===== config.mk =====
export PLATFORM = sky130hd
export DESIGN_NAME = dc_output_policy
export DESIGN_NICKNAME = d
export VERILOG_FILES = /design/src/psu_policy_pkg.sv /design/src/dc_output_policy.sv /design/src/tick_divider.sv
export SDC_FILE = /design/constraint.sdc
export NUM_CORES = 1
export LEC_CHECK = 0
export BUFFER_PORTS_ARGS = -buffer_cell sky130_fd_sc_hd__buf_2
export CAP_MARGIN = 20
export CORE_ASPECT_RATIO = 0.9
export CORE_MARGIN = 4
export CORE_UTILIZATION = 56
export DETAILED_ROUTE_END_ITERATION = 7
export PLACE_DENSITY = 0.79
export SETUP_SLACK_MARGIN = 0.2
export SLEW_MARGIN = 10
export SYNTH_ARGS = -nofsm -noshare
export SYNTH_HDL_FRONTEND = slang
export SYNTH_SLANG_ARGS = --single-unit
export TNS_END_PERCENT = 100

===== constraint.sdc =====
create_clock -name CLK_SYS -period 4.5 [get_ports CLK_SYS]
set_input_delay 0.675 -clock CLK_SYS [delete_from_list [all_inputs] [get_ports CLK_SYS]]
set_output_delay 0.675 -clock CLK_SYS [all_outputs]
set_load 0.01 [all_outputs]

===== src/psu_policy_pkg.sv =====
// package: offsets, field layouts, reset values and timing for the dc output policy block
// assumes: one 125 MHz clock, registers reached over apb with 32-bit data
// Function
// - at switch-off, save output on/off state and set values to nonvolatile store; only the on/off state is stored here
// - a normal switch-off also raises a power-fail alarm event
// - switch-off: output off at once, fans stop after delay, power-down later
// - configuration writable only while output disabled; else status only
// - remote control disallowed: ignore digital and analog control, report local
// - range setting selects 0-5 V or 0-10 V analog span
// - remote-standby polarity: normal, or levels and function inverted
// - off-only action: remote-standby may only disable the output
// - auto action: standby disables and re-enables, only if enabled elsewhere before
// - alarm pin one: overtemp and power-fail by default, each maskable
// - alarm pin two: overvoltage by default; ov, oc, op each selectable
// - status pin: constant-voltage by default, or output on/off state
// - after overtemp clears: stay off, or restore pre-alarm state in auto
// - power-up: output off, or restore the saved on/off condition; here cfg resets with the restore bit clear, so output stays off
// - after power-fail: hold off until user, or auto re-enable if on before
// - power-fail detected: stop delivering power, disable output
// - overcurrent alarm disables the output
// - overpower alarm disables the output
package psu_policy_pkg;
    // ====================================================================
    // register map
    localparam logic [11:0] ADDR_CONFIG = 12'h000;
    localparam logic [11:0] ADDR_CONTROL = 12'h004;
    localparam logic [11:0] ADDR_STATUS = 12'h008;
    localparam logic [11:0] ADDR_EVENT = 12'h00c;
    localparam logic [11:0] ADDR_MASK = 12'h010;
    localparam logic [11:0] ADDR_SAVED = 12'h014;
    // ====================================================================
    // config fields
    localparam int CFG_ALLOW_REMOTE = 0;
    localparam int CFG_RANGE_10V = 1;
    localparam int CFG_SB_INVERT = 2;
    localparam int CFG_SB_AUTO = 3;
    localparam int CFG_P1_OT = 4;
    localparam int CFG_P1_PF = 5;
    localparam int CFG_P2_OV = 6;
    localparam int CFG_P2_OC = 7;
    localparam int CFG_P2_OP = 8;
    localparam int CFG_P3_DC = 9;
    localparam int CFG_OT_AUTO = 10;
    localparam int CFG_PWRUP_RESTORE = 11;
    localparam int CFG_PF_AUTO = 12;
    localparam int CFG_W = 13;
    localparam logic [12:0] CFG_RESET = 13'h0071;
    // ====================================================================
    // event bits
    localparam int EV_PF = 0;
    localparam int EV_OT = 1;
    localparam int EV_OV = 2;
    localparam int EV_OC = 3;
    localparam int EV_OP = 4;
    localparam int EV_OFF_DONE = 5;
    localparam int EV_W = 6;
    // ====================================================================
    // control bits: 0 = output on request, 1 = output off request
    localparam int CTL_ON = 0;
    localparam int CTL_OFF = 1;
    // ====================================================================
    // timing
    localparam int CLK_MHZ = 125;
    localparam int FAN_DELAY_MS = 500;
    localparam int POWERDOWN_DELAY_MS = 3000;
    localparam int TICK_US = 1;
    localparam int TICK_CYCLES = TICK_US * CLK_MHZ;
    localparam int FAN_DELAY_US = FAN_DELAY_MS * 1000;
    localparam int POWERDOWN_DELAY_US = POWERDOWN_DELAY_MS * 1000;
    // ====================================================================
    typedef enum logic [3:0] {
        ST_RUN = 4'b0001,
        ST_SAVE = 4'b0010,
        ST_FAN = 4'b0100,
        ST_DOWN = 4'b1000
    } off_state_t;
endpackage : psu_policy_pkg


===== src/dc_output_policy.sv =====
// dc output policy, alarm routing and switch-off sequencing with apb registers
// assumes: alarms, mains switch and analog inputs are synchronous to CLK_SYS
//
// Chosen here: the APB slave port and the address map.
`timescale 1ns/1ps
module dc_output_policy
    import psu_policy_pkg::*;
#(
    parameter int FAN_DELAY_TICKS = FAN_DELAY_US / TICK_US,
    parameter int POWERDOWN_TICKS = POWERDOWN_DELAY_US / TICK_US,
    parameter int TICK_DIV = TICK_CYCLES
) (
    input wire logic CLK_SYS,
    input wire logic RST,
    input wire logic PSEL,
    input wire logic PENABLE,
    input wire logic PWRITE,
    input wire logic [11:0] PADDR,
    input wire logic [31:0] PWDATA,
    output logic [31:0] PRDATA,
    output logic PREADY,
    output logic PSLVERR,
    input wire logic MAINS_SWITCH_OFF,
    input wire logic POWER_FAIL_ALARM,
    input wire logic OVERTEMP_ALARM,
    input wire logic OVERVOLTAGE_ALARM,
    input wire logic OVERCURRENT_ALARM,
    input wire logic OVERPOWER_ALARM,
    input wire logic CONSTANT_VOLTAGE_REGULATION,
    input wire logic REMOTE_STANDBY_INPUT,
    input wire logic DIGITAL_REMOTE_ON,
    input wire logic DIGITAL_REMOTE_OFF,
    input wire logic NV_SAVED_ON,
    output logic DC_OUTPUT_ON,
    output logic REMOTE_STATUS,
    output logic ANALOG_RANGE_10V,
    output logic ALARM_PIN_1,
    output logic ALARM_PIN_2,
    output logic STATUS_PIN,
    output logic NV_STORE,
    output logic NV_STORE_ON,
    output logic FANS_ON,
    output logic POWER_HOLD,
    output logic IRQ
);
    import psu_policy_pkg::*;

    // ====================================================================
    // registers and state
    logic [CFG_W-1:0] cfg;
    logic [EV_W-1:0] event_flags;
    logic [EV_W-1:0] event_mask;
    logic dc_on;
    logic saved_on;
    logic pre_ot_on;
    logic pre_pf_on;
    logic on_elsewhere;
    logic sb_prev;
    logic mains_prev;
    logic pf_prev;
    logic ot_prev;
    logic ov_prev;
    logic oc_prev;
    logic op_prev;
    logic started;
    logic pre_off_on;
    logic [31:0] timer;
    off_state_t state;
    off_state_t next_state;
    logic [31:0] rdata;
    logic tick;

    tick_divider #(.DIV(TICK_DIV)) u_tick (
        .clk(CLK_SYS),
        .rst(RST),
        .tick(tick)
    );

    // ====================================================================
    // apb decode
    wire access = PSEL & PENABLE;
    wire wr = access & PWRITE;
    wire rd = access & ~PWRITE;
    wire hit_cfg = (PADDR == ADDR_CONFIG);
    wire hit_ctl = (PADDR == ADDR_CONTROL);
    wire hit_sts = (PADDR == ADDR_STATUS);
    wire hit_ev = (PADDR == ADDR_EVENT);
    wire hit_mask = (PADDR == ADDR_MASK);
    wire hit_saved = (PADDR == ADDR_SAVED);
    wire mapped = hit_cfg | hit_ctl | hit_sts | hit_ev | hit_mask | hit_saved;
    // config refused while output is on
    wire cfg_locked = dc_on;
    wire cfg_write = wr & hit_cfg & ~cfg_locked;
    wire ctl_write = wr & hit_ctl;
    wire ev_read = rd & hit_ev;

    // ====================================================================
    // remote standby handling
    wire allow_remote = cfg[CFG_ALLOW_REMOTE];
    wire sb_level = REMOTE_STANDBY_INPUT ^ cfg[CFG_SB_INVERT];
    // level high after polarity means standby: output to go off
    wire sb_rise = sb_level & ~sb_prev;
    wire sb_fall = ~sb_level & sb_prev;
    wire sb_off_req = allow_remote & sb_rise;
    wire sb_on_req = allow_remote & cfg[CFG_SB_AUTO] & sb_fall & on_elsewhere;

    // ====================================================================
    // on and off requests from other locations
    wire local_on = ctl_write & PWDATA[CTL_ON];
    wire local_off = ctl_write & PWDATA[CTL_OFF];
    wire dig_on = allow_remote & DIGITAL_REMOTE_ON;
    wire dig_off = allow_remote & DIGITAL_REMOTE_OFF;
    wire other_on = local_on | dig_on;

    // ====================================================================
    // alarm edges and recovery
    wire pf_rise = POWER_FAIL_ALARM & ~pf_prev;
    wire pf_fall = ~POWER_FAIL_ALARM & pf_prev;
    wire ot_rise = OVERTEMP_ALARM & ~ot_prev;
    wire ot_fall = ~OVERTEMP_ALARM & ot_prev;
    wire mains_rise = MAINS_SWITCH_OFF & ~mains_prev;
    wire any_trip = POWER_FAIL_ALARM | OVERTEMP_ALARM | OVERVOLTAGE_ALARM
        | OVERCURRENT_ALARM | OVERPOWER_ALARM;
    wire ot_restore = ot_fall & cfg[CFG_OT_AUTO] & pre_ot_on;
    wire pf_restore = pf_fall & cfg[CFG_PF_AUTO] & pre_pf_on;
    wire running = (state == ST_RUN);
    // mains level in the term so the output drops on the very edge that sees it
    wire force_off = any_trip | ~running | MAINS_SWITCH_OFF | sb_off_req
        | local_off | dig_off;
    wire want_on = other_on | sb_on_req | ot_restore | pf_restore;
    wire next_dc_on = force_off ? 1'b0 : (want_on | dc_on);

    // ====================================================================
    // event capture: set wins over read-clear
    wire [EV_W-1:0] ev_set = {
        (state == ST_FAN) & (next_state == ST_DOWN),
        OVERPOWER_ALARM & ~op_prev,
        OVERCURRENT_ALARM & ~oc_prev,
        OVERVOLTAGE_ALARM & ~ov_prev,
        ot_rise,
        pf_rise | mains_rise
    };
    // read clears only what PRDATA showed, so a flag set during setup is kept
    wire [EV_W-1:0] read_clear = ev_read ? PRDATA[EV_W-1:0] : {EV_W{1'b0}};
    wire [EV_W-1:0] next_events = (event_flags & ~read_clear) | ev_set;

    // ====================================================================
    // switch-off sequence
    wire timer_done_fan = tick & (timer >= 32'(FAN_DELAY_TICKS - 1));
    // saturates so the power hold stays released as a level
    wire timer_done_down = (state == ST_DOWN) & (timer >= 32'(POWERDOWN_TICKS));
    always_comb begin
        next_state = state;
        case (state)
            ST_RUN: begin
                if (mains_rise) begin
                    next_state = ST_SAVE;
                end
            end
            ST_SAVE: begin
                next_state = ST_FAN;
            end
            ST_FAN: begin
                if (timer_done_fan) begin
                    next_state = ST_DOWN;
                end
            end
            ST_DOWN: begin
                next_state = ST_DOWN;
            end
            default: begin
                next_state = ST_RUN;
            end
        endcase
    end
    wire timer_clear = (state != next_state);

    always_ff @(posedge CLK_SYS or posedge RST) begin
        if (RST) begin
            state <= ST_RUN;
            timer <= 32'h0000_0000;
        end else begin
            state <= next_state;
            if (timer_clear) begin
                timer <= 32'h0000_0000;
            end else if (tick && !timer_done_down) begin
                timer <= timer + 32'h0000_0001;
            end
        end
    end

    // ====================================================================
    // output state and memories of it
    always_ff @(posedge CLK_SYS or posedge RST) begin
        if (RST) begin
            dc_on <= 1'b0;
            started <= 1'b0;
            saved_on <= 1'b0;
            pre_ot_on <= 1'b0;
            pre_pf_on <= 1'b0;
            on_elsewhere <= 1'b0;
        end else begin
            // saved state sampled after reset release, not at reset
            started <= 1'b1;
            if (!started) begin
                saved_on <= NV_SAVED_ON;
                dc_on <= cfg[CFG_PWRUP_RESTORE] & NV_SAVED_ON & ~force_off;
            end else begin
                dc_on <= next_dc_on;
            end
            if (ot_rise) begin
                pre_ot_on <= dc_on;
            end
            if (pf_rise) begin
                pre_pf_on <= dc_on;
            end
            if (other_on) begin
                on_elsewhere <= 1'b1;
            end else if (local_off | dig_off) begin
                on_elsewhere <= 1'b0;
            end
            if (state == ST_SAVE) begin
                saved_on <= pre_off_on;
            end
        end
    end

    // output condition just before the switch-off forced it low
    always_ff @(posedge CLK_SYS or posedge RST) begin
        if (RST) begin
            pre_off_on <= 1'b0;
        end else if (running) begin
            pre_off_on <= dc_on;
        end
    end

    // ====================================================================
    // edge history and software registers
    always_ff @(posedge CLK_SYS or posedge RST) begin
        if (RST) begin
            sb_prev <= 1'b0;
            mains_prev <= 1'b0;
            pf_prev <= 1'b0;
            ot_prev <= 1'b0;
            ov_prev <= 1'b0;
            oc_prev <= 1'b0;
            op_prev <= 1'b0;
            cfg <= CFG_RESET;
            event_flags <= {EV_W{1'b0}};
            event_mask <= {EV_W{1'b0}};
        end else begin
            sb_prev <= sb_level;
            mains_prev <= MAINS_SWITCH_OFF;
            pf_prev <= POWER_FAIL_ALARM;
            ot_prev <= OVERTEMP_ALARM;
            ov_prev <= OVERVOLTAGE_ALARM;
            oc_prev <= OVERCURRENT_ALARM;
            op_prev <= OVERPOWER_ALARM;
            event_flags <= next_events;
            if (cfg_write) begin
                cfg <= PWDATA[CFG_W-1:0];
            end
            if (wr && hit_mask) begin
                event_mask <= PWDATA[EV_W-1:0];
            end
        end
    end

    // ====================================================================
    // read mux
    wire [31:0] status_word = {26'h0000000, ~running, CONSTANT_VOLTAGE_REGULATION,
        allow_remote, cfg_locked, on_elsewhere, dc_on};
    assign rdata = hit_cfg ? {19'h00000, cfg}
        : hit_sts ? status_word
        : hit_ev ? {26'h0000000, event_flags}
        : hit_mask ? {26'h0000000, event_mask}
        : hit_saved ? {31'h00000000, saved_on}
        : 32'h0000_0000;

    always_ff @(posedge CLK_SYS or posedge RST) begin
        if (RST) begin
            PRDATA <= 32'h0000_0000;
        end else if (PSEL && !PENABLE && !PWRITE) begin
            PRDATA <= rdata;
        end
    end
    assign PREADY = 1'b1;
    // unmapped addresses and locked config writes answer with an error
    assign PSLVERR = access & (~mapped | (wr & hit_cfg & cfg_locked));

    // ====================================================================
    // pins
    wire pin1 = (cfg[CFG_P1_OT] & OVERTEMP_ALARM)
        | (cfg[CFG_P1_PF] & POWER_FAIL_ALARM);
    wire pin2 = (cfg[CFG_P2_OV] & OVERVOLTAGE_ALARM)
        | (cfg[CFG_P2_OC] & OVERCURRENT_ALARM)
        | (cfg[CFG_P2_OP] & OVERPOWER_ALARM);
    wire pin3 = cfg[CFG_P3_DC] ? dc_on : CONSTANT_VOLTAGE_REGULATION;
    always_ff @(posedge CLK_SYS or posedge RST) begin
        if (RST) begin
            ALARM_PIN_1 <= 1'b0;
            ALARM_PIN_2 <= 1'b0;
            STATUS_PIN <= 1'b0;
        end else begin
            ALARM_PIN_1 <= pin1;
            ALARM_PIN_2 <= pin2;
            STATUS_PIN <= pin3;
        end
    end
    assign DC_OUTPUT_ON = dc_on;
    assign REMOTE_STATUS = allow_remote;
    assign ANALOG_RANGE_10V = cfg[CFG_RANGE_10V];
    assign NV_STORE = (state == ST_SAVE);
    assign NV_STORE_ON = pre_off_on;
    assign FANS_ON = (state == ST_RUN) | (state == ST_SAVE) | (state == ST_FAN);
    assign POWER_HOLD = ~timer_done_down;
    assign IRQ = |(event_flags & event_mask);
endmodule : dc_output_policy


===== src/tick_divider.sv =====
// tick divider: one-cycle enable every DIV clocks
// assumes: single clock domain
`timescale 1ns/1ps
module tick_divider #(
    parameter int DIV = 125
) (
    input wire logic clk,
    input wire logic rst,
    output logic tick
);
    logic [15:0] count;
    wire last = (count == 16'(DIV - 1));
    always_ff @(posedge clk or posedge rst) begin
        if (rst) begin
            count <= 16'h0000;
        end else begin
            count <= last ? 16'h0000 : count + 16'h0001;
        end
    end
    assign tick = last;
endmodule : tick_divider


==> results of run 1 <==
[cells by family after synthesis]
family                   share of synthesized area
buffers and inverters                       0.0584
XOR/XNOR                                    0.0272
other                                      0.00137
AO/OA/AOI/OAI                                0.154
multiplexers                                0.0518
adder cells (fa/ha/maj)                    0.00913
flip-flops                                   0.490
AND/OR/NAND/NOR                              0.209
[sequential cells by signal, indices dropped and copies added, names as in the netlist, 4 cells and up]
| name | count |
|---|---|
| state | 4 |
| u_tick.count | 16 |
| PRDATA | 13 |
| cfg | 13 |
| event_mask | 6 |
| timer | 32 |
| event_flags | 6 |
[layout make-up]
class                      instances  share of cell area
clock buffer                      12              0.0273
clock inverter                     4             0.00538
inverter                          19              0.0122
multi-input combinational        388               0.422
sequential                       107               0.444
tap                              122              0.0253
timing repair buffer              71              0.0634
[where the power goes]
part / total [W] / switching [W] / leakage (nW) / internal (W)
combinational: 0.000227 / 0.000152 / 1.17 / 0.0000748
sequential: 0.00101 / 0.0000254 / 1.40 / 0.000986
clock: 0.000571 / 0.000321 / 0.0952 / 0.000250
[Yosys cell counts (8+ instances only)]
| master | number | area share |
|---|---|---|
| mux2_2 | 11 | 0.023 |
| or3_1 | 10 | 0.011 |
| nor2_1 | 28 | 0.019 |
| nand4_1 | 18 | 0.021 |
| clkbuf_1 | 17 | 0.012 |
| buf_4 | 20 | 0.027 |
| nand2_1 | 38 | 0.026 |
| o21ai_0 | 16 | 0.015 |
| o31ai_1 | 25 | 0.034 |
| a21oi_1 | 44 | 0.040 |
| inv_1 | 19 | 0.013 |
| nand3_1 | 24 | 0.022 |
| or4_1 | 25 | 0.034 |
| and3_1 | 9 | 0.010 |
| mux2_4 | 10 | 0.027 |
| xor2_1 | 9 | 0.014 |
| xnor2_1 | 8 | 0.013 |
| a22o_1 | 12 | 0.019 |
| dfrtp_1 | 102 | 0.47 |
[how the worst min path moves through the flow]
stage / cells past startpoint / endpoint / startpoint / slack [ns]
after global placement: 1 / u_tick.count[15] / u_tick.count[15] / 0.46
after detailed placement: 1 / u_tick.count[15] / u_tick.count[15] / 0.48
after global routing: 2 / event_flags[4] / RST / 0.40
after CTS: 1 / mains_prev / MAINS_SWITCH_OFF / 0.44
final: 2 / cfg[9] / RST / 0.36
after floorplan: 1 / u_tick.count[15] / u_tick.count[15] / 0.44
[cells in the final DEF, fill, tap and decap left out, drive strengths merged, types with 21 or more instances in the layout]
master  count
conb       21
nand2      38
o31ai      25
or4        27
nor2       28
nand3      24
mux2       21
a21oi      44
buf        71
dfrtp     102
[metrics by stage]
stage / cells / utilization / worst slack (ns) / total power [W] / hold WS [ns]
after detailed placement: 706 / 0.624 / 1.26 / 0.00126 / 0.475
after global placement: 706 / 0.624 / 1.28 / 0.00125 / 0.461
after CTS: 722 / 0.645 / 1.37 / 0.00182 / 0.439
final: 723 / 0.647 / 1.39 / 0.00181 / 0.364
after floorplan: 555 / - / 1.02 / 0.00118 / 0.443
after global routing: 723 / 0.647 / 1.10 / 0.00189 / 0.396
[layer usage]
metal  share of wire  GRT usage  up-vias
li1                -          -     2084
met1            0.44      0.320     2245
met2            0.46      0.367      180
met3           0.075     0.0420       28
met4           0.020     0.0767        0
met5               0          0        -
==> flow_summary.ini, run 1 <==
[worst_setup_path]
slowest_stage = or4_1
endpoint = timer[24]
cp-end-kind = flip-flop
critPathArrivalTime_ns = 3.40
crit_required_ns = 4.78
start_kind = flip-flop
cp_num_buf_inv = 1
worstSetupPathDepth = 7
r2r-start = u_tick.count[0]
critical_path_class = reg -> reg
crit_start = u_tick.count[0]
rrSetupSlack_ns = 1.39
crit_family = simple AND/OR/NAND/NOR gates
critPathMaxStageDelay_ns = 0.65
reg2regPathDepth = 7
path_cells = inv_1 -> ha_1 -> nor4b_1 -> and4_1 -> nand3_1 -> or4_1 -> a21oi_1
reg2reg_to = timer[24]
crit_fanout = 18

[power_and_ir_drop]
vdd_drop_max_uv = 205
p_per_area_nw_per_um2 = 300
p_leak_nw = 2.67

[die]
die_height_um = 102
rows = 33
dieArea_sq_um = 11400
core_region_area_sq_um = 9330
io_pins = 105
start_util = 0.587
die_w_um = 112

[cells_and_area]
final_cell_area_sq_um = 6040
ff_latch_area_sq_um = 2680
fillerInstances = 748
n_antenna_cell = 0
multi_input_area_sq_um = 2550
drive_above_1_share = 0.211
area_growth_pct = 10.3
layout.nets = 660

[placement]
io_buffers = 65
placed_area_sq_um = 5820
gp_congestion = 0.943
hpwl_um = 8970

[grt]
grt_pass1_wl_um = 21200
grtUsageTotal = 0.229
grt_max_degree = 88
grt_pass1_vias = 4320
antenna_found_initial = 0
overflow = 0

[clock_tree]
cts_resized = 0
htree_num_levels = 3
cts_buffers = 9
cts.sinks = 107
cts_tree = done
cts_hold_buffers = 0
clockBufferDepth = 2
clkLatencyLatePin_ns = 0.36
cts_setup_buffers = 0
clockRootBuffer = clkbuf_8
path_clk_slew_ns = 0.09

[yosys]
synth_flop_cell = dfrtp_1
synth_edf_count = 0
ys_seq_elements = 107
syn_area_sq_um = 5480
async_flop_share = 1.00
synthDistinctLibCells = 62
synth_cells = 536
ys.warnings.count = 0
ys_seq_area_frac = 0.490
synth_area_per_cell_sq_um = 10.2

[timing]
period_share = 0.692
fmax_ghz = 0.321
finClkSkew_ns = 0.0143
slew_violations = 0
rsz0062_at_grt = false
hold_violations = 0
tightestPinTransition_ns = 1.02
layout_min_cycle_time_ns = 3.11
tns_ns = 0
finalSetupViolCount = 0
relSlewSlack = 0.321

[worst_hold_path]
min_path_type = in -> async

[routing]
drt_wl_total_um = 12700
drtIter0Drc = 405
antenna_left = 0
routed_via_density = 6.28
route.detailed.drc = 0
wl_per_cell_um = 17.6
vias = 4537
drt_pass1_iterations = 5

[job]
maxCapViolCount = 0

[status]
status = complete, no violations
(Power assumes the default switching activity.)
==> inputs of run 2 (changes only) <==
Settings changed: CORE_UTILIZATION 56 to 50, PLACE_DENSITY 0.79 to 0.74.
Clock period 4.5 ns to 2.5 ns, I/O delays scaled along.
==> flow_summary.ini, run 2 (synthesis gave the netlist of run 1 again) <==
[status]
status = complete, no violations

[power_and_ir_drop]
power_frac_clock = 0.400
p_int_w = 0.00286
p_leak_nw = 2.87
p_per_area_nw_per_um2 = 587
switching_share = 0.255
p_seq_frac = 0.475
switchingPower_w = 0.000978
vdd_drop_max_uv = 360
pwr-share-comb = 0.125
finalPower_w = 0.00384

[clock_tree]
cts_buffers = 9
path_clk_slew_ns = 0.07
htree_num_levels = 3
clkLatencyLatePin_ns = 0.35
cts_tree = done
clockBufferDepth = 2
clockRootBuffer = clkbuf_16
cts.sinks = 107

[timing]
rsz0062_at_grt = true
relSlewSlack = 0.502
tns_ns = 0
tightestPinTransition_ns = 0.746
slew_violations = 0
layout_min_cycle_time_ns = 2.28
hold_violations = 0
finalSetupViolCount = 0
finClkSkew_ns = 0.00437
fmax_ghz = 0.438
period_share = 0.914
worst_slack_ns = 0.216

[cells_and_area]
fin_cells = 752
largestRegisters = timer: 32 flops, u_tick.count: 16 flops
area_growth_pct = 19.3
final_cell_area_sq_um = 6540
layout_common_cells = dfrtp_1 (98), buf_2 (67), a21oi_1 (40)
largest_reg_flops = 32
largest_register = timer
drive_above_1_share = 0.271
final_common_cell = dfrtp_1
n_antenna_cell = 0
layout.nets = 682

[worst_setup_path]
crit_required_ns = 2.12
reg2regPathDepth = 6
cp-end-kind = primary output
critPathMaxStageDelay_ns = 0.59
rrSetupSlack_ns = 0.28
crit_fanout = 21
path_cells = nor4b_2 -> buf_4 -> o211a_1 -> a22o_4 -> buf_12 -> inv_2 -> buf_2
critical_path_class = reg -> out
slowest_stage = dfstp_2
critPathArrivalTime_ns = 1.91
start_kind = flip-flop

[die]
dieArea_sq_um = 12700
start_util = 0.524
rows = 35
core_region_area_sq_um = 10500
die_height_um = 107
io_pins = 105
die_w_um = 118

[grt]
grtUsageTotal = 0.213
grt_max_degree = 42
grt_pass1_wl_um = 22000
antenna_found_initial = 0
grt_pass1_vias = 4297
overflow = 0

[worst_hold_path]
min_path_type = in -> async

[job]
maxCapViolCount = 0

[routing]
wl_per_cell_um = 18.0
routed_via_density = 6.11
drt_pass1_iterations = 5
antenna_left = 0
drt_wl_total_um = 13500
drtIter0Drc = 450
vias = 4593
route.detailed.drc = 0

[placement]
io_buffers = 65
place_inst = 727
gp_congestion = 0.937
pre_cts_ws_ns = -0.0643
placed_area_sq_um = 6000
hpwl_um = 9100
run 2: cell count changes in the layout (fill, tap and decap cells not counted), sizes merged:
cell      delta
clkinv       +1
buf         +21
clkbuf       -2
inv          -2
bufinv       +2
clkinvlp     +1
bufbuf       +1
run 2: final cells by class:
cell class,count,area [sq um]
multi-input combinational,388,2660
clock inverter,6,88.8
fill,821,3930
clock buffer,10,239
inverter,19,75.1
timing repair buffer,93,626
sequential,107,2690
tap,129,161
run 2: what timing repair did:
| action | in CTS | in global routing |
|---|---|---|
| cloned | 1 | 2 |
| pin swaps | 0 | 6 |
| setup buffers | 0 | 6 |
| hold buffers | 0 | 0 |
| gates resized for setup | 5 | 21 |
| setup endpoints to repair | 16 | 32 |
run 2: power by group through the flow:
stage / Combinational (W) / Sequential, W / Clock (W)
floorplan: 0.000284 / 0.00184 / 0
global placement: 0.000441 / 0.00185 / 0
detailed placement: 0.000448 / 0.00185 / 0
CTS: 0.000450 / 0.00182 / 0.00158
global route: 0.000522 / 0.00183 / 0.00164
finish: 0.000480 / 0.00182 / 0.00153
run 2: critical path, delay by kind of cell, from the launching register on:
| kind | cells | cell delay [ns] |
|---|---|---|
| buf+inv | 4 | 0.51 |
| compound gates | 2 | 0.40 |
| flops | 1 | 0.59 |
| simple gates | 1 | 0.07 |
run 2: per-stage QoR:
stage	hold WS, ns	util
6_report	0.150	0.625
5_1_grt	0.157	0.625
4_1_cts	0.155	0.611
3_5_place_dp	0.462	0.573
3_3_place_gp	0.459	0.573
2_1_floorplan	0.406	-
run 2: metal layers:
layer	vias up	GRT usage	wire, um
met3	12	0.0552	1030
li1	2131	-	-
met4	0	0.0485	114
met5	-	0	0
met1	2254	0.293	5940
met2	196	0.342	6430
run 2: final timing paths:
path,start,to
worst max-delay path,state[0],POWER_HOLD
min in group CLK_SYS,MAINS_SWITCH_OFF,mains_prev
worst min register to register,u_tick.count[15],u_tick.count[15]
max in group asynchronous,RST,state[0]
worst min-delay path,RST,PRDATA[9]
worst max register to register,timer[5],timer[19]
